===== config.mk =====
export PLATFORM = sky130hd
export DESIGN_NAME = cpu_operand_addressing
export DESIGN_NICKNAME = d
export VERILOG_FILES = /design/src/design/cpu_addr_pkg.sv /design/src/design/cpu_operand_addressing.sv /design/src/design/opcode_mode_decode.sv /design/src/design/index_adder.sv
export VERILOG_INCLUDE_DIRS = /design/src /design/src/design
export SDC_FILE = /design/constraint.sdc
export NUM_CORES = 1
export LEC_CHECK = 0
export ABC_AREA = 0
export BUFFER_PORTS_ARGS = -buffer_cell sky130_fd_sc_hd__buf_4
export CORE_ASPECT_RATIO = 0.5
export CORE_MARGIN = 3
export CORE_UTILIZATION = 56
export CTS_BUF_LIST = sky130_fd_sc_hd__clkbuf_16
export CTS_CLUSTER_SIZE = 40
export DETAILED_ROUTE_END_ITERATION = 16
export GPL_TIMING_DRIVEN = 0
export PLACE_DENSITY_LB_ADDON = 0.1
export SYNTH_ARGS = -nofsm -noshare
export SYNTH_HDL_FRONTEND = slang
export SYNTH_SLANG_ARGS = --single-unit

===== constraint.sdc =====
create_clock -name ref_clk -period 2.5 [get_ports ref_clk]
set_input_delay 0.375 -clock ref_clk [delete_from_list [all_inputs] [get_ports ref_clk]]
set_output_delay 0.375 -clock ref_clk [all_outputs]
set_load 0.005 [all_outputs]

===== src/design/cpu_addr_map.svh =====
// Behaviour
// RL1: Source-direct reads source at operand byte address, result to A or X.
// RL2: Source-direct/indexed arithmetic takes second operand from opcode-chosen A or X.
// RL3: Source-indexed address is operand byte plus X, in RAM or register space.
// RL4: Source/destination direct and indexed instructions are two bytes long.
// RL5: Destination-direct writes result at location addressed by operand byte.
// RL6: Destination-direct source is A or X as the opcode selects.
// RL7: Destination-direct arithmetic uses current destination content as second operand.
// RL8: Destination-indexed address is operand plus X; source is accumulator.
// RL9: Indexed-destination arithmetic reads second operand from the same indexed location.
// RL10: Immediate-destination modes take source from second operand byte literally.
// RL11: Destination-indexed immediate address is operand byte plus X.
// RL12: Immediate-destination and memory-to-memory instructions are three bytes long.
// RL13: Memory-to-memory accepted only for move; copies RAM[op2] to RAM[op1].
// RL14: Memory-to-memory addresses refer to RAM only.
// RL15: Destination modes can target register space or RAM.
// RL16: Index sums wrap modulo 256; accumulator unchanged when only a source.
`ifndef CPU_ADDR_MAP_SVH
`define CPU_ADDR_MAP_SVH
`define LEN_TWO 2'h2
`define LEN_THREE 2'h3
`define LEN_ONE 2'h1
`define OPC_MOVE_MM 8'h5f
`define OPC_MOVE_A_REG_DIR 8'h5d
`define OPC_MOVE_A_REG_IDX 8'h5e
`define OPC_MOVE_REG_DIR_A 8'h60
`define OPC_MOVE_REG_IDX_A 8'h61
`define OPC_MOVE_REG_DIR_IMM 8'h62
`define OPC_MOVE_REG_IDX_IMM 8'h63
`define OPC_MOVE_DIR_X 8'h5a
`define OPC_ALU_GROUP_MAX 8'h3f
`define OPC_LOW_MASK 8'h07
`define OPC_XSRC_BIT 3
`define ZERO8 8'h00
`endif


===== src/design/cpu_addr_pkg.sv =====
package cpu_addr_pkg;
  typedef enum logic [2:0] {
    MODE_NONE = 3'b000,
    MODE_SRC_DIR = 3'b001,
    MODE_SRC_IDX = 3'b010,
    MODE_DST_DIR = 3'b011,
    MODE_DST_IDX = 3'b100,
    MODE_DST_DIR_IMM = 3'b101,
    MODE_DST_IDX_IMM = 3'b110,
    MODE_MEM_MEM = 3'b111
  } addr_mode_t;

  typedef enum logic [1:0] {
    ST_OPCODE = 2'b00,
    ST_OPER1 = 2'b01,
    ST_OPER2 = 2'b10,
    ST_ISSUE = 2'b11
  } dec_state_t;

  typedef struct packed {
    addr_mode_t mode;
    logic regSpace;
    logic useX;
    logic isMove;
    logic [1:0] length;
  } dec_info_t;

  typedef struct packed {
    logic valid;
    addr_mode_t mode;
    logic [1:0] length;
    logic srcIsMem;
    logic srcRegSpace;
    logic [7:0] srcAddr;
    logic dstIsMem;
    logic dstRegSpace;
    logic [7:0] dstAddr;
    logic srcIsX;
    logic dstIsX;
    logic [7:0] immValue;
    logic secondFromMem;
    logic secondFromX;
  } addr_plan_t;
endpackage


===== src/design/cpu_operand_addressing.sv =====
`timescale 1ns/1ps
`include "cpu_addr_map.svh"
module cpu_operand_addressing (
  // Clock and reset
  input wire logic ref_clk,
  input wire logic rstn,
  // Instruction byte stream
  input wire logic byteValid,
  input wire logic [7:0] byteData,
  output logic byteReady,
  // Index register value
  input wire logic [7:0] indexReg,
  // Decoded operand plan
  output cpu_addr_pkg::addr_plan_t plan,
  input wire logic planAck,
  // Opcode past the opcode stage with no addressing mode seen
  output logic illegalOp
);
  cpu_addr_pkg::dec_state_t state;
  cpu_addr_pkg::dec_state_t next_state;
  cpu_addr_pkg::dec_info_t info;
  logic [7:0] opcodeReg;
  logic [7:0] oper1;
  logic [7:0] oper2;
  logic [7:0] idxAddr;
  logic idxMode;
  logic take;

  opcode_mode_decode u_dec (
    .opcode(opcodeReg),
    .info(info)
  );

  // Opcodes outside 0x00-0x3f, 0x5f and 0x5a-0x63 are dropped at the opcode stage
  function automatic logic knownOpcode(input logic [7:0] op);
    return op <= `OPC_ALU_GROUP_MAX || op == `OPC_MOVE_MM ||
           (op >= `OPC_MOVE_DIR_X && op <= `OPC_MOVE_REG_IDX_IMM);
  endfunction

  // Modes that add the index register to operand 1
  function automatic logic indexedMode(input cpu_addr_pkg::addr_mode_t m);
    return m == cpu_addr_pkg::MODE_SRC_IDX || m == cpu_addr_pkg::MODE_DST_IDX ||
           m == cpu_addr_pkg::MODE_DST_IDX_IMM;
  endfunction

  assign idxMode = indexedMode(info.mode);

  // RL3 index sum
  index_adder u_add (
    .base(oper1),
    .index(indexReg),
    .useIndex(idxMode),
    .addr(idxAddr)
  );

  assign byteReady = state != cpu_addr_pkg::ST_ISSUE;
  assign take = byteValid && byteReady;

  always_comb
  begin
    next_state = state;
    case (state)
      cpu_addr_pkg::ST_OPCODE:
        if (take)
          next_state = cpu_addr_pkg::ST_OPER1;
      cpu_addr_pkg::ST_OPER1:
        if (take)
        begin
          // RL4 two-byte forms end here
          if (info.length == `LEN_THREE)
            next_state = cpu_addr_pkg::ST_OPER2;
          else
            next_state = cpu_addr_pkg::ST_ISSUE;
        end
      cpu_addr_pkg::ST_OPER2:
        if (take)
          next_state = cpu_addr_pkg::ST_ISSUE;
      cpu_addr_pkg::ST_ISSUE:
        if (planAck)
          next_state = cpu_addr_pkg::ST_OPCODE;
      default: next_state = cpu_addr_pkg::ST_OPCODE;
    endcase
  end

  always_ff @(posedge ref_clk or negedge rstn)
  begin
    if (!rstn)
      state <= cpu_addr_pkg::ST_OPCODE;
    else if (state == cpu_addr_pkg::ST_OPCODE && take && !knownOpcode(byteData))
      state <= cpu_addr_pkg::ST_OPCODE;
    else
      state <= next_state;
  end

  always_ff @(posedge ref_clk or negedge rstn)
  begin
    if (!rstn)
    begin
      opcodeReg <= `ZERO8;
      oper1 <= `ZERO8;
      oper2 <= `ZERO8;
    end
    else if (take)
    begin
      case (state)
        cpu_addr_pkg::ST_OPCODE: opcodeReg <= byteData;
        cpu_addr_pkg::ST_OPER1: oper1 <= byteData;
        cpu_addr_pkg::ST_OPER2: oper2 <= byteData;
        default: oper2 <= oper2;
      endcase
    end
  end

  // Opcode past the opcode stage with no addressing mode handled here is flagged and holds the decoder in ST_ISSUE until planAck
  always_ff @(posedge ref_clk or negedge rstn)
  begin
    if (!rstn)
      illegalOp <= 1'b0;
    else
      illegalOp <= state == cpu_addr_pkg::ST_OPER1 && info.mode == cpu_addr_pkg::MODE_NONE && take;
  end

  // Plan register, loaded in ST_ISSUE the cycle after the last operand byte
  always_ff @(posedge ref_clk or negedge rstn)
  begin
    if (!rstn)
      plan <= '0;
    else if (state == cpu_addr_pkg::ST_ISSUE && planAck)
      plan.valid <= 1'b0;
    else if (state == cpu_addr_pkg::ST_ISSUE && !plan.valid)
    begin
      plan <= '0;
      plan.valid <= info.mode != cpu_addr_pkg::MODE_NONE;
      plan.mode <= info.mode;
      plan.length <= info.length;
      case (info.mode)
        cpu_addr_pkg::MODE_SRC_DIR, cpu_addr_pkg::MODE_SRC_IDX:
        begin
          // RL1 source at operand address, result to A or X
          plan.srcIsMem <= 1'b1;
          plan.srcRegSpace <= info.regSpace;
          plan.srcAddr <= idxAddr;
          plan.dstIsX <= info.useX;
          // RL2 second operand from the named register
          plan.secondFromX <= info.useX;
        end
        cpu_addr_pkg::MODE_DST_DIR, cpu_addr_pkg::MODE_DST_IDX:
        begin
          // RL5 RL15 destination in RAM or register space
          plan.dstIsMem <= 1'b1;
          plan.dstRegSpace <= info.regSpace;
          plan.dstAddr <= idxAddr;
          // RL6 RL8 source register choice
          plan.srcIsX <= info.mode == cpu_addr_pkg::MODE_DST_DIR && info.useX;
          // RL7 RL9 second operand from destination
          plan.secondFromMem <= !info.isMove;
        end
        cpu_addr_pkg::MODE_DST_DIR_IMM, cpu_addr_pkg::MODE_DST_IDX_IMM:
        begin
          // RL10 RL11 direct or indexed immediate target
          plan.dstIsMem <= 1'b1;
          plan.dstRegSpace <= info.regSpace;
          plan.dstAddr <= idxAddr;
          // RL10 literal source
          plan.immValue <= oper2;
          plan.secondFromMem <= !info.isMove;
        end
        cpu_addr_pkg::MODE_MEM_MEM:
        begin
          // RL13 RL14 RAM to RAM copy
          plan.srcIsMem <= 1'b1;
          plan.srcAddr <= oper2;
          plan.dstIsMem <= 1'b1;
          plan.dstAddr <= oper1;
        end
        default: plan.valid <= 1'b0;
      endcase
    end
  end

  // Plan for an undecodable opcode never issues
  logic issueStuck;
  assign issueStuck = state == cpu_addr_pkg::ST_ISSUE && info.mode == cpu_addr_pkg::MODE_NONE;

  // RL16 accumulator untouched when only a source
  chk_acc_src_only: assert property (@(posedge ref_clk) disable iff (!rstn) // RL16
    plan.valid && plan.dstIsMem |-> !plan.dstIsX)
    else $error("dest to memory also marks X");
  // RL14 copy stays in RAM
  chk_mm_ram_only: assert property (@(posedge ref_clk) disable iff (!rstn) // RL14
    plan.valid && plan.mode == cpu_addr_pkg::MODE_MEM_MEM |-> !plan.srcRegSpace && !plan.dstRegSpace)
    else $error("memory copy touches register space");
  // RL13 copy address order
  chk_mm_addr_order: assert property (@(posedge ref_clk) disable iff (!rstn) // RL13
    $rose(plan.valid) && plan.mode == cpu_addr_pkg::MODE_MEM_MEM |-> plan.srcAddr == oper2 && plan.dstAddr == oper1)
    else $error("memory copy addresses swapped");
  // RL4 two-byte length
  chk_len_two: assert property (@(posedge ref_clk) disable iff (!rstn) // RL4
    plan.valid && (plan.mode == cpu_addr_pkg::MODE_SRC_DIR || plan.mode == cpu_addr_pkg::MODE_DST_IDX)
    |-> plan.length == `LEN_TWO)
    else $error("two-byte length wrong");
  // RL12 three-byte length
  chk_len_three: assert property (@(posedge ref_clk) disable iff (!rstn) // RL12
    plan.valid && (plan.mode == cpu_addr_pkg::MODE_DST_IDX_IMM || plan.mode == cpu_addr_pkg::MODE_MEM_MEM)
    |-> plan.length == `LEN_THREE)
    else $error("three-byte length wrong");
  // RL3 indexed source sum
  chk_idx_sum: assert property (@(posedge ref_clk) disable iff (!rstn) // RL3
    $rose(plan.valid) && plan.mode == cpu_addr_pkg::MODE_SRC_IDX
    |-> plan.srcAddr == 8'($past(oper1) + $past(indexReg)))
    else $error("indexed source address wrong");
  // RL5 direct destination address
  chk_dir_addr: assert property (@(posedge ref_clk) disable iff (!rstn) // RL5
    $rose(plan.valid) && plan.mode == cpu_addr_pkg::MODE_DST_DIR |-> plan.dstAddr == oper1)
    else $error("direct destination address wrong");
  // RL10 literal source value
  chk_imm_literal: assert property (@(posedge ref_clk) disable iff (!rstn) // RL10
    $rose(plan.valid) && plan.mode == cpu_addr_pkg::MODE_DST_DIR_IMM |-> plan.immValue == oper2)
    else $error("immediate literal wrong");
  // RL8 indexed destination takes A
  chk_dstidx_acc: assert property (@(posedge ref_clk) disable iff (!rstn) // RL8
    plan.valid && plan.mode == cpu_addr_pkg::MODE_DST_IDX |-> !plan.srcIsX)
    else $error("indexed destination source not A");
  // RL4 two-byte plan timing
  chk_two_byte_timing: assert property (@(posedge ref_clk) disable iff (!rstn) // RL4
    state == cpu_addr_pkg::ST_OPER1 && take && info.length == `LEN_TWO
    |=> state == cpu_addr_pkg::ST_ISSUE ##1 (plan.valid || issueStuck))
    else $error("two-byte plan late");

  // RL1 direct source address
  chk_src_dir_addr: assert property (@(posedge ref_clk) disable iff (!rstn) // RL1
    $rose(plan.valid) && plan.mode == cpu_addr_pkg::MODE_SRC_DIR
    |-> plan.srcIsMem && plan.srcAddr == oper1)
    else $error("direct source address wrong");
  // RL1 result register choice
  chk_src_result_reg: assert property (@(posedge ref_clk) disable iff (!rstn) // RL1
    $rose(plan.valid) && (plan.mode == cpu_addr_pkg::MODE_SRC_DIR || plan.mode == cpu_addr_pkg::MODE_SRC_IDX)
    |-> plan.dstIsX == info.useX && !plan.dstIsMem)
    else $error("source mode result register wrong");
  // RL2 second operand register
  chk_src_second: assert property (@(posedge ref_clk) disable iff (!rstn) // RL2
    $rose(plan.valid) && (plan.mode == cpu_addr_pkg::MODE_SRC_DIR || plan.mode == cpu_addr_pkg::MODE_SRC_IDX)
    |-> plan.secondFromX == info.useX && !plan.secondFromMem)
    else $error("source mode second operand wrong");
  // RL3 indexed source space
  chk_src_space: assert property (@(posedge ref_clk) disable iff (!rstn) // RL3
    $rose(plan.valid) && plan.mode == cpu_addr_pkg::MODE_SRC_IDX
    |-> plan.srcIsMem && plan.srcRegSpace == info.regSpace)
    else $error("indexed source space wrong");
  // RL4 remaining two-byte forms
  chk_len_two_more: assert property (@(posedge ref_clk) disable iff (!rstn) // RL4
    plan.valid && (plan.mode == cpu_addr_pkg::MODE_SRC_IDX || plan.mode == cpu_addr_pkg::MODE_DST_DIR)
    |-> plan.length == `LEN_TWO)
    else $error("two-byte length wrong");
  // RL6 direct destination source
  chk_dst_src_reg: assert property (@(posedge ref_clk) disable iff (!rstn) // RL6
    $rose(plan.valid) && plan.mode == cpu_addr_pkg::MODE_DST_DIR
    |-> plan.srcIsX == info.useX)
    else $error("direct destination source register wrong");
  // RL7 direct destination second operand
  chk_dst_second: assert property (@(posedge ref_clk) disable iff (!rstn) // RL7
    $rose(plan.valid) && plan.mode == cpu_addr_pkg::MODE_DST_DIR && !info.isMove
    |-> plan.secondFromMem)
    else $error("direct second operand not from destination");
  // RL8 indexed destination address
  chk_dstidx_addr: assert property (@(posedge ref_clk) disable iff (!rstn) // RL8
    $rose(plan.valid) && plan.mode == cpu_addr_pkg::MODE_DST_IDX
    |-> plan.dstAddr == 8'($past(oper1) + $past(indexReg)))
    else $error("indexed destination address wrong");
  // RL9 indexed destination second operand
  chk_idx_second: assert property (@(posedge ref_clk) disable iff (!rstn) // RL9
    $rose(plan.valid) && indexedMode(plan.mode) && plan.dstIsMem && !info.isMove
    |-> plan.secondFromMem)
    else $error("indexed second operand not from destination");
  // RL10 direct immediate target
  chk_dirimm_addr: assert property (@(posedge ref_clk) disable iff (!rstn) // RL10
    $rose(plan.valid) && plan.mode == cpu_addr_pkg::MODE_DST_DIR_IMM
    |-> plan.dstIsMem && plan.dstAddr == oper1)
    else $error("direct immediate target wrong");
  // RL11 indexed immediate target
  chk_idximm_addr: assert property (@(posedge ref_clk) disable iff (!rstn) // RL11
    $rose(plan.valid) && plan.mode == cpu_addr_pkg::MODE_DST_IDX_IMM
    |-> plan.dstAddr == 8'($past(oper1) + $past(indexReg)) && plan.immValue == oper2)
    else $error("indexed immediate target wrong");
  // RL12 three-byte forms end after operand 2
  chk_three_byte_timing: assert property (@(posedge ref_clk) disable iff (!rstn) // RL12
    state == cpu_addr_pkg::ST_OPER2 && take
    |=> state == cpu_addr_pkg::ST_ISSUE)
    else $error("three-byte plan late");
  // RL13 copy only for the move opcode
  chk_mm_move_only: assert property (@(posedge ref_clk) disable iff (!rstn) // RL13
    $rose(plan.valid) && plan.mode == cpu_addr_pkg::MODE_MEM_MEM
    |-> info.isMove && opcodeReg == `OPC_MOVE_MM)
    else $error("memory copy from a non-move opcode");
  // RL15 destination space follows opcode
  chk_dst_space: assert property (@(posedge ref_clk) disable iff (!rstn) // RL15
    $rose(plan.valid) && plan.dstIsMem && plan.mode != cpu_addr_pkg::MODE_MEM_MEM
    |-> plan.dstRegSpace == info.regSpace)
    else $error("destination space wrong");
  // RL16 index sum wraps
  chk_idx_wrap: assert property (@(posedge ref_clk) disable iff (!rstn) // RL16
    idxMode
    |-> idxAddr == 8'(oper1 + indexReg))
    else $error("index sum does not wrap");

  cov_src_idx: cover property (@(posedge ref_clk) plan.valid && plan.mode == cpu_addr_pkg::MODE_SRC_IDX);
  cov_dst_imm: cover property (@(posedge ref_clk) plan.valid && plan.mode == cpu_addr_pkg::MODE_DST_IDX_IMM);
  cov_mem_mem: cover property (@(posedge ref_clk) plan.valid && plan.mode == cpu_addr_pkg::MODE_MEM_MEM);
  cov_reg_dst: cover property (@(posedge ref_clk) plan.valid && plan.dstRegSpace);
  cov_illegal: cover property (@(posedge ref_clk) illegalOp);
endmodule


===== src/design/opcode_mode_decode.sv =====
`timescale 1ns/1ps
`include "cpu_addr_map.svh"
module opcode_mode_decode (
  // Opcode
  input wire logic [7:0] opcode,
  // Decoded info
  output cpu_addr_pkg::dec_info_t info
);
  logic [2:0] low;
  assign low = opcode[2:0] & 3'(`OPC_LOW_MASK);

  always_comb
  begin
    info.mode = cpu_addr_pkg::MODE_NONE;
    info.regSpace = 1'b0;
    info.useX = 1'b0;
    info.isMove = 1'b0;
    info.length = `LEN_ONE;
    // Arithmetic groups: low three bits give the mode
    if (opcode <= `OPC_ALU_GROUP_MAX && opcode != `ZERO8)
    begin
      info.useX = opcode[`OPC_XSRC_BIT];
      case (low)
        3'h2: info.mode = cpu_addr_pkg::MODE_SRC_DIR;
        3'h3: info.mode = cpu_addr_pkg::MODE_SRC_IDX;
        3'h4: info.mode = cpu_addr_pkg::MODE_DST_DIR;
        3'h5: info.mode = cpu_addr_pkg::MODE_DST_IDX;
        3'h6: info.mode = cpu_addr_pkg::MODE_DST_DIR_IMM;
        3'h7: info.mode = cpu_addr_pkg::MODE_DST_IDX_IMM;
        default: info.mode = cpu_addr_pkg::MODE_NONE;
      endcase
    end
    else
    begin
      info.isMove = 1'b1;
      case (opcode)
        `OPC_MOVE_A_REG_DIR:
        begin
          info.mode = cpu_addr_pkg::MODE_SRC_DIR;
          info.regSpace = 1'b1;
        end
        `OPC_MOVE_A_REG_IDX:
        begin
          info.mode = cpu_addr_pkg::MODE_SRC_IDX;
          info.regSpace = 1'b1;
        end
        `OPC_MOVE_DIR_X:
        begin
          info.mode = cpu_addr_pkg::MODE_DST_DIR;
          info.useX = 1'b1;
        end
        `OPC_MOVE_REG_DIR_A:
        begin
          info.mode = cpu_addr_pkg::MODE_DST_DIR;
          info.regSpace = 1'b1;
        end
        `OPC_MOVE_REG_IDX_A:
        begin
          info.mode = cpu_addr_pkg::MODE_DST_IDX;
          info.regSpace = 1'b1;
        end
        `OPC_MOVE_REG_DIR_IMM:
        begin
          info.mode = cpu_addr_pkg::MODE_DST_DIR_IMM;
          info.regSpace = 1'b1;
        end
        `OPC_MOVE_REG_IDX_IMM:
        begin
          info.mode = cpu_addr_pkg::MODE_DST_IDX_IMM;
          info.regSpace = 1'b1;
        end
        // RL13 move only
        `OPC_MOVE_MM: info.mode = cpu_addr_pkg::MODE_MEM_MEM;
        default: info.isMove = 1'b0;
      endcase
    end
    case (info.mode)
      cpu_addr_pkg::MODE_SRC_DIR, cpu_addr_pkg::MODE_SRC_IDX,
      cpu_addr_pkg::MODE_DST_DIR, cpu_addr_pkg::MODE_DST_IDX:
        // RL4 two bytes
        info.length = `LEN_TWO;
      cpu_addr_pkg::MODE_DST_DIR_IMM, cpu_addr_pkg::MODE_DST_IDX_IMM,
      cpu_addr_pkg::MODE_MEM_MEM:
        // RL12 three bytes
        info.length = `LEN_THREE;
      default: info.length = `LEN_ONE;
    endcase
  end
endmodule


===== src/design/index_adder.sv =====
`timescale 1ns/1ps
module index_adder (
  // Operands
  input wire logic [7:0] base,
  input wire logic [7:0] index,
  input wire logic useIndex,
  // Address
  output logic [7:0] addr
);
  function automatic logic [7:0] wrapAdd(input logic [7:0] a, input logic [7:0] b);
    logic [8:0] s;
    s = {1'b0, a} + {1'b0, b};
    return s[7:0];
  endfunction

  // RL16 wraps modulo 256
  assign addr = useIndex ? wrapAdd(base, index) : base;
endmodule


==> out/results.ini <==
[synth]
ys.flop_type=dfrtp_1
synth-adder-area-share_pct=5.10
yosys_warnings=0
synth.cell_area_um2=3330
synthArstFlopShare_pct=100
ys_types=55
synth_top_family_by_area=compound AO/OA/AOI/OAI gates
synth_area_per_cell_um2=10.9
yosysMostFrequentCell=dfrtp_1
synth-compound-area-share_pct=20.9
synth_nets=338
synthTopCellsByArea=dfrtp_1 (48%), mux2_2 (7.4%), ha_1 (4.5%)
synth_top_cell_by_area=dfrtp_1
synthTopCellsByCount=dfrtp_1 (64), nand2_1 (31), o21ai_0 (23), mux2_2 (22), nor2_1 (14)
postSynthCellCount=305
yosysSeqAreaShare_pct=48.0
synth-edff-count=0
synth-seq-cells=64
synthMuxAreaShare_pct=9.53
synth-xor-area-share_pct=1.58
yosys.area_share.simple_pct=12.6
netlist.area_leader.share_pct=48.0

[job]
cap_violations=0

[floorplan]
rows=19
start_util_pct=59.4
ioPinCount=60
core_um2=5610
die_h_um=60.6
dieArea_um2=6970
dieWidth_um=115

[status]
status=completed

[clocking]
cts_tree=built
cts.htree.levels=3
post_cts_buffers=0
cts_buffers=9
clk_pin_slew_ns=0.05
cts_root_buf=clkbuf_16
clock_path_buffers=2
clock_latency_ns=0.33
cts.sinks=64

[global_route]
grt_pass1_vias=2693
overflow=0
grt_use_total_pct=26.8
grt_first_pass_wirelength_um=14000
grt_max_degree=65
grt_antenna_before_repair=0

[worst_setup_path]
worstPathRequired_ns=2.71
end_kind=flop
cp_data_arrival_time_ns=2.63
cp_max_fo=5
critPathKind=flop to flop
start_kind=flop

[final_layout]
syn_to_final_growth_pct=24.4
finalInstanceArea_um2=4150
multi_input_area_um2=1670
antenna_cells=0
fin_nets=408
layout-drive-gt1-share_pct=30.0
fill_cells=400
regArea_um2=1600
final_core_util_pct=73.9

[route]
num_vias=2765
vias_per_cell=6.10
drt_iter0_markers=179
drt_wl_total_um=8640
first_pass_iters=5
wl_per_cell_um=19.1
drc=0
ant_nets=0

[power]
pwr-share-seq_pct=34.6
power.internal_uw=3240
clkPwrFrac_pct=21.0
vdd_ir_drop_max_mv=0.861
leakage_uw=0.00195
p_sw_uw=2050
switching_share_pct=38.7
p_per_area_nw_per_um2=1280
combPwrFrac_pct=44.4

[place]
placed_cell_area_um2=3870
io_buffer_count=59
place_congestion=0.891
dpl.hpwl_um=6170

[timing]
hold_viol=0
setup_violations=0
worst_slew_pin_slew_ns=0.793
period_needed_ns=2.43
max_slew_margin_pct=47.1
rsz0062_at_grt=no
skew_ns=0.00456
hold_slack_ns=0.125
min_period_over_period_pct=97.1
fmax_mhz=412
final.setup.tns_ns=0
drv_slew=0

[worst_hold_path]
worst_hold_path_type=input port to asynchronous set/reset pin

-- final timing paths --
| check | to | startpoint | cells after the start | slack [ns] |
|---|---|---|---|---|
| max in group asynchronous | oper1[2] | rstn | 1 | 1.85 |
| setup / recovery | plan[19] | oper1[1] | 7 | 0.07 |
| setup reg to reg | plan[19] | oper1[1] | 7 | 0.07 |
| min in group ref_clk | plan[37] | planAck | 2 | 0.22 |
| hold / removal | plan[1] | rstn | 1 | 0.13 |
| hold reg to reg | plan[33] | plan[33] | 2 | 0.48 |
-- routing by layer --
metal	GRT usage [%]	wire (um)
met5	0	0
met4	7.86	93
met3	6.37	677
met2	43.5	3980
met1	36.6	3900
-- flip-flops by register name, summed over array words and instances, names as in the netlist --
name and flops:
illegalOp 1, opcodeReg 8, oper1 8, oper2 8, plan 37, state 2
-- stage by stage --
stage | worst slack, ns | power [uW] | instances
4_1_cts | 0.0233 | 5280 | 453
6_report | 0.0737 | 5290 | 453
3_3_place_gp | 0.0784 | 4040 | 437
5_1_grt | 0.00195 | 5670 | 453
2_1_floorplan | 0.351 | 3320 | 305
3_5_place_dp | 0.0121 | 4140 | 437
-- worst max-delay path: stages (launching register included) --
cell	delay (ns)
dfrtp_1	0.45
ha_1	0.34
a211oi_2	0.29
o21ai_0	0.16
and3_1	0.25
a2111oi_4	0.38
nor3_1	0.08
or3_1	0.36
-- area by class of cell --
class / count / area share (%)
sequential: 64 / 38.6
tap: 73 / 2.20
buffer: 10 / 1.12
multi-input combinational: 223 / 40.3
timing repair buffer: 59 / 10.7
clock buffer: 9 / 5.43
inverter: 8 / 0.724
clock inverter: 7 / 0.965
-- power groups by stage --
stage	clock network (uW)	logic, uW	registers (uW)
after detailed placement	0	2310	1830
after global placement	0	2230	1810
after CTS	1120	2340	1820
after global routing	1170	2610	1890
final	1110	2350	1830
after floorplan	0	1570	1750
-- logic make-up (layout without fill, tap and decap cells) --
family / Yosys count / after routing
and+or+nand+nor: 83 / 83
adders and majority gates: 13 / 13
muxes: 29 / 29
buffers and inverters: 18 / 93
DFF: 64 / 64
AOI/OAI and AO/OA: 92 / 92
xor gates and xnor gates: 6 / 6
-- layout by cell type, fill, tap and decap left out, types with 5 or more instances in the layout --
cell / instances
dfrtp_1: 64
buf_4: 60
nand2_1: 31
o21ai_0: 23
mux2_2: 22
nor2_1: 14
a21oi_1: 13
a22oi_1: 13
a22o_1: 13
ha_1: 12
inv_1: 9
clkbuf_16: 9
nand2b_1: 7
mux2i_1: 7
and3_1: 6
clkbuf_1: 5
xnor2_1: 5
a221o_1: 5
-- timing repair --
item / CTS / global route
endpoints found under the setup margin: 1 / 22
resized for setup: 1 / 6
hold buffers: 0 / 0
No activity file was read; power rests on OpenSTA's default activity.
